### src/dds_cfg.svh
`ifndef DDS_CFG_SVH
`define DDS_CFG_SVH

// system clock and the dither tick period
`define DDS_CLK_HZ 25000000
`define DDS_TICK_NS 20000
`define DDS_TICK_CYCLES ((`DDS_TICK_NS * (`DDS_CLK_HZ / 1000000)) / 1000)
// cycles the buffer load transfer takes after each tick
`define DDS_XFER_CYCLES 8
// dither sequence length and last state index
`define DDS_LAST_STATE 4'hf
// sub clock to monitoring trigger divider (32768 Hz down to 16384 Hz)
`define DDS_SUB_HZ 32768
`define DDS_TRIG_HZ 16384
`define DDS_SUB_DIV (`DDS_SUB_HZ / `DDS_TRIG_HZ)
// conversions per sum, and sums per loop step (16 x 16 = 256 samples)
`define DDS_LAST_CONV 4'hf
`define DDS_LAST_SUM 4'hf
// serial monitor port
`define DDS_BAUD 115200
`define DDS_BAUD_CYCLES (`DDS_CLK_HZ / `DDS_BAUD)
`define DDS_LAST_CHAR 3'h4
`define DDS_CHAR_CR 8'h0d
// highest target that keeps base plus one inside eight bits
`define DDS_TARGET_MAX 12'hff0
// reset values
`define DDS_RESET_CODE 8'h00
`define DDS_RESET_TARGET 12'h000

`endif

### src/dds_pkg.sv
package dds_pkg;

  typedef enum logic [1:0] {
    TX_IDLE = 2'b00,
    TX_START = 2'b01,
    TX_DATA = 2'b10,
    TX_STOP = 2'b11
  } dds_tx_state_type;

  typedef logic [11:0] dds_target_type;

endpackage : dds_pkg

### src/dds_top.sv
// Contract
// - converter updates every 20 us by hardware tick
// - steps through sixteen dither states autonomously
// - one tick loads buffer and updates output
// - reload event every sixteen transfers rearms sequence
// - tick period from clock; transfer takes eight cycles
// - adder zero gives base, one gives base+1
// - factor N yields N ones per sixteen states
// - factors 0, 7, 15 give 0, 7, 15 ones
// - adder bits from fixed sixteen by sixteen table
// - factor seven pattern is fixed sequence, alternating except at two double zeros
// - target is base high, factor low nibble
// - monitor conversions triggered at 16384 Hz from subclock
// - flag each conversion, sum every sixteen
// - closed loop corrects pattern from measured value
// - serial port reports sums as ASCII at 115.2k
// - every 256 samples target steps +1, -1 or holds
`timescale 1ns/100ps
`include "dds_cfg.svh"

module dds_top
  import dds_pkg::*;
(
  // clock and reset
  input wire logic clk,
  input wire logic resetn,
  // requested output level and modes
  input wire logic [7:0] base_code,
  input wire logic [3:0] dither_factor,
  input wire logic monitor_enable,
  input wire logic loop_enable,
  // converter side
  output logic [7:0] dac_code,
  output logic dac_latch,
  output logic seq_reload,
  output logic [11:0] active_target,
  // monitoring converter
  input wire logic sub_clock,
  input wire logic adc_done,
  input wire logic [9:0] adc_result,
  output logic adc_start,
  output logic conv_done,
  output logic sum_valid,
  output logic [13:0] sum,
  // serial monitor port
  input wire logic serial_cts,
  output logic serial_tx
);

  // adder columns, one per factor; bit s is dither state s+1
  localparam logic [15:0] pattern [16] = '{
    16'h0000, 16'h0001, 16'h0101, 16'h0421,
    16'h1111, 16'h1249, 16'h2525, 16'h2a55,
    16'h5555, 16'hd5aa, 16'hdada, 16'hedb6,
    16'heeee, 16'hfbde, 16'hfefe, 16'hfffe
  };

  // dither path state
  logic [15:0] tick_count;
  logic [3:0] xfer_count;
  logic [3:0] dither_state;
  logic [7:0] dac_code_buffer;
  // monitoring and loop state
  logic sub_prev;
  logic [1:0] sub_div;
  logic [13:0] acc;
  logic [3:0] conv_count;
  logic [3:0] sum_count;
  logic sum_hold;
  dds_target_type loop_target;
  // fifo between sums and serial port
  logic [13:0] fifo_mem [2];
  logic fifo_wr;
  logic fifo_rd;
  logic [1:0] fifo_count;
  // serial transmitter
  dds_tx_state_type tx_state;
  logic [7:0] baud_count;
  logic [2:0] bit_idx;
  logic [2:0] char_idx;
  logic [7:0] tx_shift;
  logic [13:0] tx_word;

  // tick and transfer decode
  wire tick_hit = tick_count == 16'(`DDS_TICK_CYCLES - 1);
  wire wrap = dither_state == `DDS_LAST_STATE;
  wire [3:0] next_state = dither_state + 4'h1;
  wire xfer_done = xfer_count == 4'h1;

  // requested target, clamped so base+1 never overflows
  wire [11:0] req_raw = {base_code, dither_factor};
  wire [11:0] req_open = (req_raw > `DDS_TARGET_MAX) ? `DDS_TARGET_MAX : req_raw;
  wire [11:0] req_target = loop_enable ? loop_target : req_open;

  // code for the state now being transferred into the buffer
  wire [7:0] act_base = active_target[11:4];
  wire [3:0] act_factor = active_target[3:0];
  wire [15:0] act_pattern = pattern[act_factor];
  wire adder_bit = act_pattern[dither_state];
  wire [7:0] next_code = act_base + {7'h00, adder_bit};

  // monitoring decode
  wire sub_rise = sub_clock & ~sub_prev;
  wire trig_hit = sub_rise && (sub_div == 2'(`DDS_SUB_DIV - 1));
  wire conv_take = adc_done && !sum_hold;
  wire conv_last = conv_count == `DDS_LAST_CONV;
  wire [13:0] next_sum = acc + {4'h0, adc_result};
  wire loop_step = conv_take && conv_last && (sum_count == `DDS_LAST_SUM);
  wire [11:0] measured = next_sum[13:2];

  // fifo decode
  wire fifo_full = fifo_count == 2'd2;
  wire fifo_push = sum_hold && !fifo_full;
  wire [13:0] fifo_head = fifo_mem[fifo_rd];

  // serial decode
  wire baud_hit = baud_count == 8'(`DDS_BAUD_CYCLES - 1);
  wire tx_begin = (tx_state == TX_IDLE) && (fifo_count != 2'd0) && serial_cts;
  wire fifo_pop = tx_begin;
  wire [15:0] tx_hex = {2'b00, tx_word};
  wire [3:0] nib_sel = 4'd12 - {char_idx[1:0], 2'b00};
  wire [3:0] nibble = tx_hex[nib_sel +: 4];
  wire [7:0] hex_char = (nibble < 4'ha) ? (8'h30 + {4'h0, nibble}) : (8'h37 + {4'h0, nibble});
  wire [7:0] next_char = (char_idx == `DDS_LAST_CHAR) ? `DDS_CHAR_CR : hex_char;

  // free running 16-bit tick timer, no software in the path
  always_ff @(posedge clk or negedge resetn) begin
    if (!resetn) begin
      tick_count <= 16'h0000;
    end else if (tick_hit) begin
      tick_count <= 16'h0000;
    end else begin
      tick_count <= tick_count + 16'h0001;
    end
  end

  // one tick latches the converter and starts the next buffer load
  always_ff @(posedge clk or negedge resetn) begin
    if (!resetn) begin
      dac_code <= `DDS_RESET_CODE;
      dac_latch <= 1'b0;
      seq_reload <= 1'b0;
      dither_state <= `DDS_LAST_STATE;
      xfer_count <= 4'h0;
    end else begin
      dac_latch <= tick_hit;
      seq_reload <= tick_hit && wrap;
      if (tick_hit) begin
        dac_code <= dac_code_buffer;
        dither_state <= next_state;
        xfer_count <= 4'(`DDS_XFER_CYCLES);
      end else if (xfer_count != 4'h0) begin
        xfer_count <= xfer_count - 4'h1;
      end
    end
  end

  // target changes only where the sequence wraps back to state one
  always_ff @(posedge clk or negedge resetn) begin
    if (!resetn) begin
      active_target <= `DDS_RESET_TARGET;
    end else if (tick_hit && wrap) begin
      active_target <= req_target;
    end
  end

  // buffer load lands when the transfer finishes, long before the next tick
  always_ff @(posedge clk or negedge resetn) begin
    if (!resetn) begin
      dac_code_buffer <= `DDS_RESET_CODE;
    end else if (xfer_done) begin
      dac_code_buffer <= next_code;
    end
  end

  // sub clock arrives synchronous; divide its rising edges for triggers
  always_ff @(posedge clk or negedge resetn) begin
    if (!resetn) begin
      sub_prev <= 1'b0;
      sub_div <= 2'b00;
      adc_start <= 1'b0;
    end else begin
      sub_prev <= sub_clock;
      if (trig_hit) begin
        sub_div <= 2'b00;
      end else if (sub_rise) begin
        sub_div <= sub_div + 2'b01;
      end
      adc_start <= trig_hit && monitor_enable;
    end
  end

  // sum sixteen conversions; while a sum waits for the fifo, samples are skipped
  always_ff @(posedge clk or negedge resetn) begin
    if (!resetn) begin
      acc <= 14'h0000;
      conv_count <= 4'h0;
      sum_count <= 4'h0;
      sum <= 14'h0000;
      sum_valid <= 1'b0;
      sum_hold <= 1'b0;
      conv_done <= 1'b0;
    end else begin
      conv_done <= adc_done;
      sum_valid <= conv_take && conv_last;
      if (conv_take) begin
        conv_count <= conv_count + 4'h1;
        acc <= conv_last ? 14'h0000 : next_sum;
        if (conv_last) begin
          sum <= next_sum;
          sum_count <= sum_count + 4'h1;
        end
      end
      // a new sum cannot arrive while one is held, so set and clear never meet
      if (conv_take && conv_last) begin
        sum_hold <= 1'b1;
      end else if (fifo_push) begin
        sum_hold <= 1'b0;
      end
    end
  end

  // bang-bang correction on the twelve-bit value, with carry and saturation
  always_ff @(posedge clk or negedge resetn) begin
    if (!resetn) begin
      loop_target <= `DDS_RESET_TARGET;
    end else if (!loop_enable) begin
      loop_target <= req_open;
    end else if (loop_step) begin
      if ((measured < req_open) && (loop_target < `DDS_TARGET_MAX)) begin
        loop_target <= loop_target + 12'h001;
      end else if ((measured > req_open) && (loop_target != 12'h000)) begin
        loop_target <= loop_target - 12'h001;
      end
    end
  end

  // two-entry fifo; a stalled serial port backs up into the summer
  always_ff @(posedge clk or negedge resetn) begin
    if (!resetn) begin
      fifo_wr <= 1'b0;
      fifo_rd <= 1'b0;
      fifo_count <= 2'd0;
      fifo_mem[0] <= 14'h0000;
      fifo_mem[1] <= 14'h0000;
    end else begin
      if (fifo_push) begin
        fifo_mem[fifo_wr] <= sum;
        fifo_wr <= ~fifo_wr;
      end
      if (fifo_pop) begin
        fifo_rd <= ~fifo_rd;
      end
      fifo_count <= fifo_count + {1'b0, fifo_push} - {1'b0, fifo_pop};
    end
  end

  // serial transmitter: four hex digits and a carriage return per sum
  always_ff @(posedge clk or negedge resetn) begin
    if (!resetn) begin
      tx_state <= TX_IDLE;
      baud_count <= 8'h00;
      bit_idx <= 3'h0;
      char_idx <= 3'h0;
      tx_shift <= 8'h00;
      tx_word <= 14'h0000;
      serial_tx <= 1'b1;
    end else begin
      baud_count <= (tx_state == TX_IDLE || baud_hit) ? 8'h00 : baud_count + 8'h01;
      case (tx_state)
        TX_IDLE: begin
          serial_tx <= 1'b1;
          char_idx <= 3'h0;
          if (tx_begin) begin
            tx_word <= fifo_head;
            tx_state <= TX_START;
          end
        end
        TX_START: begin
          serial_tx <= 1'b0;
          tx_shift <= next_char;
          bit_idx <= 3'h0;
          if (baud_hit) begin
            tx_state <= TX_DATA;
          end
        end
        TX_DATA: begin
          serial_tx <= tx_shift[bit_idx];
          if (baud_hit) begin
            bit_idx <= bit_idx + 3'h1;
            if (bit_idx == 3'h7) begin
              tx_state <= TX_STOP;
            end
          end
        end
        TX_STOP: begin
          serial_tx <= 1'b1;
          if (baud_hit) begin
            if (char_idx == `DDS_LAST_CHAR) begin
              tx_state <= TX_IDLE;
            end else begin
              char_idx <= char_idx + 3'h1;
              tx_state <= TX_START;
            end
          end
        end
        default: begin
          tx_state <= TX_IDLE;
        end
      endcase
    end
  end

endmodule : dds_top

### config.mk
export PLATFORM = sky130hd
export DESIGN_NAME = dds_top
export DESIGN_NICKNAME = d
export VERILOG_FILES = /design/src/dds_pkg.sv /design/src/dds_top.sv
export VERILOG_INCLUDE_DIRS = /design/src
export SDC_FILE = /design/constraint.sdc
export NUM_CORES = 1
export LEC_CHECK = 0
export BUFFER_PORTS_ARGS = -buffer_cell sky130_fd_sc_hd__buf_2
export CORE_ASPECT_RATIO = 0.8
export CORE_MARGIN = 2
export CORE_UTILIZATION = 45
export DETAILED_ROUTE_END_ITERATION = 16
export MAX_ROUTING_LAYER = met4
export SLEW_MARGIN = 20
export SYNTH_ARGS = -nofsm -noshare
export SYNTH_HDL_FRONTEND = slang
export SYNTH_SLANG_ARGS = --single-unit
### constraint.sdc
create_clock -name clk -period 9.05 [get_ports clk]
set_input_delay 1.81 -clock clk [delete_from_list [all_inputs] [get_ports clk]]
set_output_delay 1.81 -clock clk [all_outputs]
set_load 0.02 [all_outputs]
==> flow_summary_export.csv <==
group,metric,value,unit
worst_setup_path,ff2ff_setup_slack,3.57,ns
timing,tightest_slew,0.907,ns
power_and_ir_drop,sw_frac_of_total,35.2,%
drt,vias,6799,
synth,yosysWarningCount,0,
floorplan,ios,69,
synth,avgSynthCellArea,10.4,um2
clocking,h-tree-depth,4,
drt,dr.first_iter.drc_count,445,
synth,yosysSeqAreaShare,46.3,%
global_route,antenna_found_initial,0,
cells_and_area,final-seq-area,4490,um2
synth,synthMuxAreaShare,10.2,%
worst_setup_path,cp_cell_sequence,"buf_2 -> ha_1 -> inv_1 -> fa_1 -> nor2b_1 -> o21a_1 -> o21ai_1 -> a211oi_1 -> o211ai_2 -> xnor2_1 -> ha_1 -> nor2b_1 -> o21ai_1 -> nand4b_1 -> fa_1 -> a211oi_1 -> o211ai_1 -> a31o_2 -> a21oi_1 -> xnor2_1 -> mux2i_1 -> a21oi_1",
cells_and_area,area_growth,11.5,%
worst_setup_path,cp-end-kind,"flop",
synth,synth_adder_area_share,8.16,%
power_and_ir_drop,p_clk_share,30.0,%
timing,max_slew_margin,39.6,%
floorplan,num_rows,47,
worst_setup_path,crit_arrival,6.94,ns
floorplan,die_area,22700,um2
power_and_ir_drop,leakage,5.12,nW
min_path,hold_depth,1,
power_and_ir_drop,seqPwrFrac,38.6,%
global_route,grtUsageTotal,19.7,%
power_and_ir_drop,ir_drop,0.000154,V
synth,synthTopCellsByArea,"dfrtp_1 45%, ha_1 7.8%, mux2_2 6.2%, xnor2_1 4.2%, nand2_1 3.3%",
placement,io_buffers,68,
timing,skew,0.0130,ns
floorplan,dieHeight,135,um
worst_setup_path,worstSetupPathType,"in -> reg",
clocking,cts-hold-fix-buffers,0,
global_route,grt_pass1_vias,6582,
worst_setup_path,cp_num_buf_inv,2,
power_and_ir_drop,p_per_area,228,nW/um2
timing,setup_viol,0,
clocking,clock-root-buffer,"clkbuf_16",
clocking,cts_buffers,17,
outcome,status,"completed",
clocking,cts_tree,"done",
synth,synth_area,9690,um2
clocking,clockBufferDepth,2,
drt,ant_nets,0,
worst_setup_path,crit_fanout,13,
worst_setup_path,r2r.worst_path.cells,21,
drt,detail_route.wl_per_cell,16.0,um
run,maxCapViolCount,0,
power_and_ir_drop,p_comb_share,31.4,%
drt,drt-total-wl,20300,um
synth,ys_seq_elements,179,
power_and_ir_drop,p_sw,0.868,mW
synth,synth_top_area_share,45.0,%
synth,synth-simple-area-share,12.7,%
worst_setup_path,required,9.41,ns
timing,hold_viol,0,
clocking,cts_sinks,179,
synth,synth_cell_types,75,
floorplan,die_w,168,um
clocking,clkLatencyLatePin,0.43,ns
timing,clock.fmax,152,MHz
synth,synth_top_area_cell,"dfrtp_1",
synth,synth_edf_count,0,
placement,place.gp.congestion,0.883,
synth,synthFlopType,"dfrtp_1",
cells_and_area,n_antenna_cell,0,
timing,fin_crit,6.58,ns
power_and_ir_drop,intPower,1.60,mW
timing,post-route-period-util,72.8,%
cells_and_area,multi_input_area,4820,um2
cells_and_area,nets,1076,
worst_setup_path,cpPeakStageDelay,0.66,ns
worst_setup_path,start_kind,"input port",
global_route,overflow,0,
synth,syn_inst,931,
worst_setup_path,critPathSlowestCell,"fa_1",
floorplan,initial_core_util,46.4,%
drt,drt_first_pass_iters,5,
cells_and_area,fillers,1889,
timing,rsz0062_at_grt,"no",
global_route,grt_pass1_wl,34500,um
min_path,min_from,"sub_div[1]$_DFFE_PN0P_",
cells_and_area,drive_gt1_share,18.8,%
worst_setup_path,r2r-start,"acc[0]$_DFFE_PN0P_",
synth,synthXorXnorAreaFrac,5.79,%
synth,synth_compound_area_share,12.9,%
min_path,hold_path_end,"adc_start$_DFF_PN0_",
synth,synthesis.nets,1022,
drt,via_per_inst,5.37,
worst_setup_path,cp_top_family,"compound AO/OA/AOI/OAI gates",
clocking,cts_resized,0,
min_path,min_path_type,"reg -> reg",
synth,async_reset_ff_share,100,%
synth,synth_top_family_by_area,"compound AO/OA/AOI/OAI gates",
clocking,post-cts-setup-buffers,0,
cells_and_area,design_area,10800,um2
global_route,grt_max_degree,110,
placement,placed_cell_area,10200,um2
drt,drt_drc_violations_left,0,
placement,hpwl,14500,um
worst_setup_path,rr_endpoint,"loop_target[10]$_DFFE_PN0P_",
clocking,clkTransAtPathRegs,0.07,ns
timing,slew_viol_final,0,
timing,final.setup.tns,0,ns
floorplan,core_area,20900,um2
-- cell usage in the layout (no fill, tap or decap), types with 9 or more instances in the layout --
cell type | Yosys | layout
nor3_1 | 9 | 9
xor2_1 | 18 | 18
a21oi_1 | 60 | 60
xnor2_1 | 46 | 46
clkbuf_16 | 0 | 17
nand2_1 | 84 | 84
nand4_1 | 9 | 9
mux2i_1 | 30 | 30
buf_2 | 6 | 67
o21ai_0 | 45 | 45
ha_1 | 60 | 60
nand2b_1 | 9 | 9
mux2_2 | 53 | 53
nor2_1 | 73 | 73
inv_1 | 49 | 49
nand3_1 | 30 | 30
dfrtp_1 | 174 | 174
and3_1 | 10 | 10
-- synthesized netlist by cell type (3+ instances only) --
| master | number |
|---|---|
| a21oi_2 | 4 |
| nand2b_1 | 9 |
| o21ai_1 | 7 |
| dfrtp_1 | 174 |
| nand3_1 | 30 |
| a21o_1 | 8 |
| nand2_1 | 84 |
| a311o_1 | 3 |
| clkbuf_1 | 24 |
| or3_1 | 4 |
| a22o_1 | 8 |
| o21a_1 | 3 |
| inv_1 | 49 |
| nor4_1 | 4 |
| o211ai_1 | 7 |
| and3_1 | 10 |
| nor3_1 | 9 |
| xnor2_1 | 46 |
| nor2b_1 | 7 |
| mux2_2 | 53 |
| dfstp_2 | 5 |
| nand4_1 | 9 |
| nor3b_1 | 3 |
| and2_1 | 4 |
| o21ai_0 | 45 |
| buf_6 | 4 |
| mux4_2 | 4 |
| ha_1 | 60 |
| mux2i_1 | 30 |
| o221ai_1 | 5 |
| buf_2 | 6 |
| nor2_1 | 73 |
| xor2_1 | 18 |
| a211o_1 | 3 |
| a211oi_1 | 6 |
| a31oi_1 | 4 |
| o22ai_1 | 5 |
| a21oi_1 | 60 |
-- worst register-to-register path, cell delays in order, from the launching register on --
cell and delay [ns]:
dfrtp_1 0.35, ha_1 0.17, inv_1 0.05, fa_1 0.40, nor2b_1 0.13, o21a_1 0.14
o21ai_1 0.10, a211oi_1 0.37, o211ai_2 0.15, xnor2_1 0.25, ha_1 0.29, nor2b_1 0.14
o21ai_1 0.23, nand4b_1 0.56, fa_1 0.67, a211oi_1 0.42, o211ai_1 0.20, a31o_2 0.26
a21oi_1 0.17, xnor2_1 0.14, mux2i_1 0.08, a21oi_1 0.16
-- routing by layer --
metal | wire length (um) | vias to the layer above | global-route usage (%)
li1 | - | 3389 | -
met1 | 10800 | 3274 | 29.2
met2 | 8580 | 118 | 27.8
met3 | 695 | 18 | 3.07
met4 | 287 | 0 | 5.75
met5 | 0 | - | -
-- cell type report --
cell class                 instances  share of cell area [%]
clock buffer                      19                    4.01
clock inverter                    13                    1.39
inverter                          51                    1.89
multi-input combinational        664                    44.6
sequential                       179                    41.5
tap                              269                    3.12
timing repair buffer              72                    3.51
-- kinds of logic (layout without fill, tap and decap cells) --
kind of cell | Yosys count | after routing
AND/OR/NAND/NOR | 260 | 260
multiplexers | 87 | 87
flip-flops | 179 | 179
AO/OA/AOI/OAI | 191 | 191
adder cells (fa/ha/maj) | 62 | 62
buffers and inverters | 88 | 155
XOR/XNOR | 64 | 64
-- sequential cells by signal (all words and copies together), names as in the netlist, 3 cells and up --
signal and cells:
xfer_count 4, baud_count 8, active_target 12, conv_count 4
bit_idx 3, tx_word 14, sum 14, char_idx 3
tick_count 16, dither_state 4, tx_shift 7, fifo_mem 28
acc 14, dac_code_buffer 8, sum_count 4, loop_target 12
dac_code 8
-- worst max path at each step --
stage                     slack [ns]          start                           to  depth (start not counted)
after floorplan                 2.89  adc_result[0]  loop_target[10]$_DFFE_PN0P_                         22
after global placement          2.27  adc_result[0]  loop_target[10]$_DFFE_PN0P_                         23
after detailed placement        2.09  adc_result[0]  loop_target[10]$_DFFE_PN0P_                         23
after CTS                       2.55  adc_result[0]  loop_target[10]$_DFFE_PN0P_                         23
after global routing            2.03  adc_result[0]  loop_target[10]$_DFFE_PN0P_                         22
final                           2.47  adc_result[0]  loop_target[10]$_DFFE_PN0P_                         22
-- power by group through the flow --
| stage | combinational [mW] | sequential, mW | clock (mW) |
|---|---|---|---|
| after global placement | 0.760 | 0.964 | 0 |
| final | 0.775 | 0.951 | 0.741 |
| after detailed placement | 0.765 | 0.966 | 0 |
| after CTS | 0.774 | 0.951 | 0.761 |
| after global routing | 0.873 | 0.962 | 0.792 |
| after floorplan | 0.548 | 0.970 | 0 |
-- through the flow --
step	setup slack [ns]	utilization (%)	total power [mW]	instances	hold WS, ns
global route	2.03	51.8	2.63	1267	0.452
finish	2.47	51.8	2.47	1267	0.417
global placement	2.27	49.0	1.72	1235	0.405
CTS	2.55	51.8	2.49	1267	0.419
floorplan	2.89	-	1.52	931	0.399
detailed placement	2.09	49.0	1.73	1235	0.411
No activity file was read; power rests on OpenSTA's default activity.
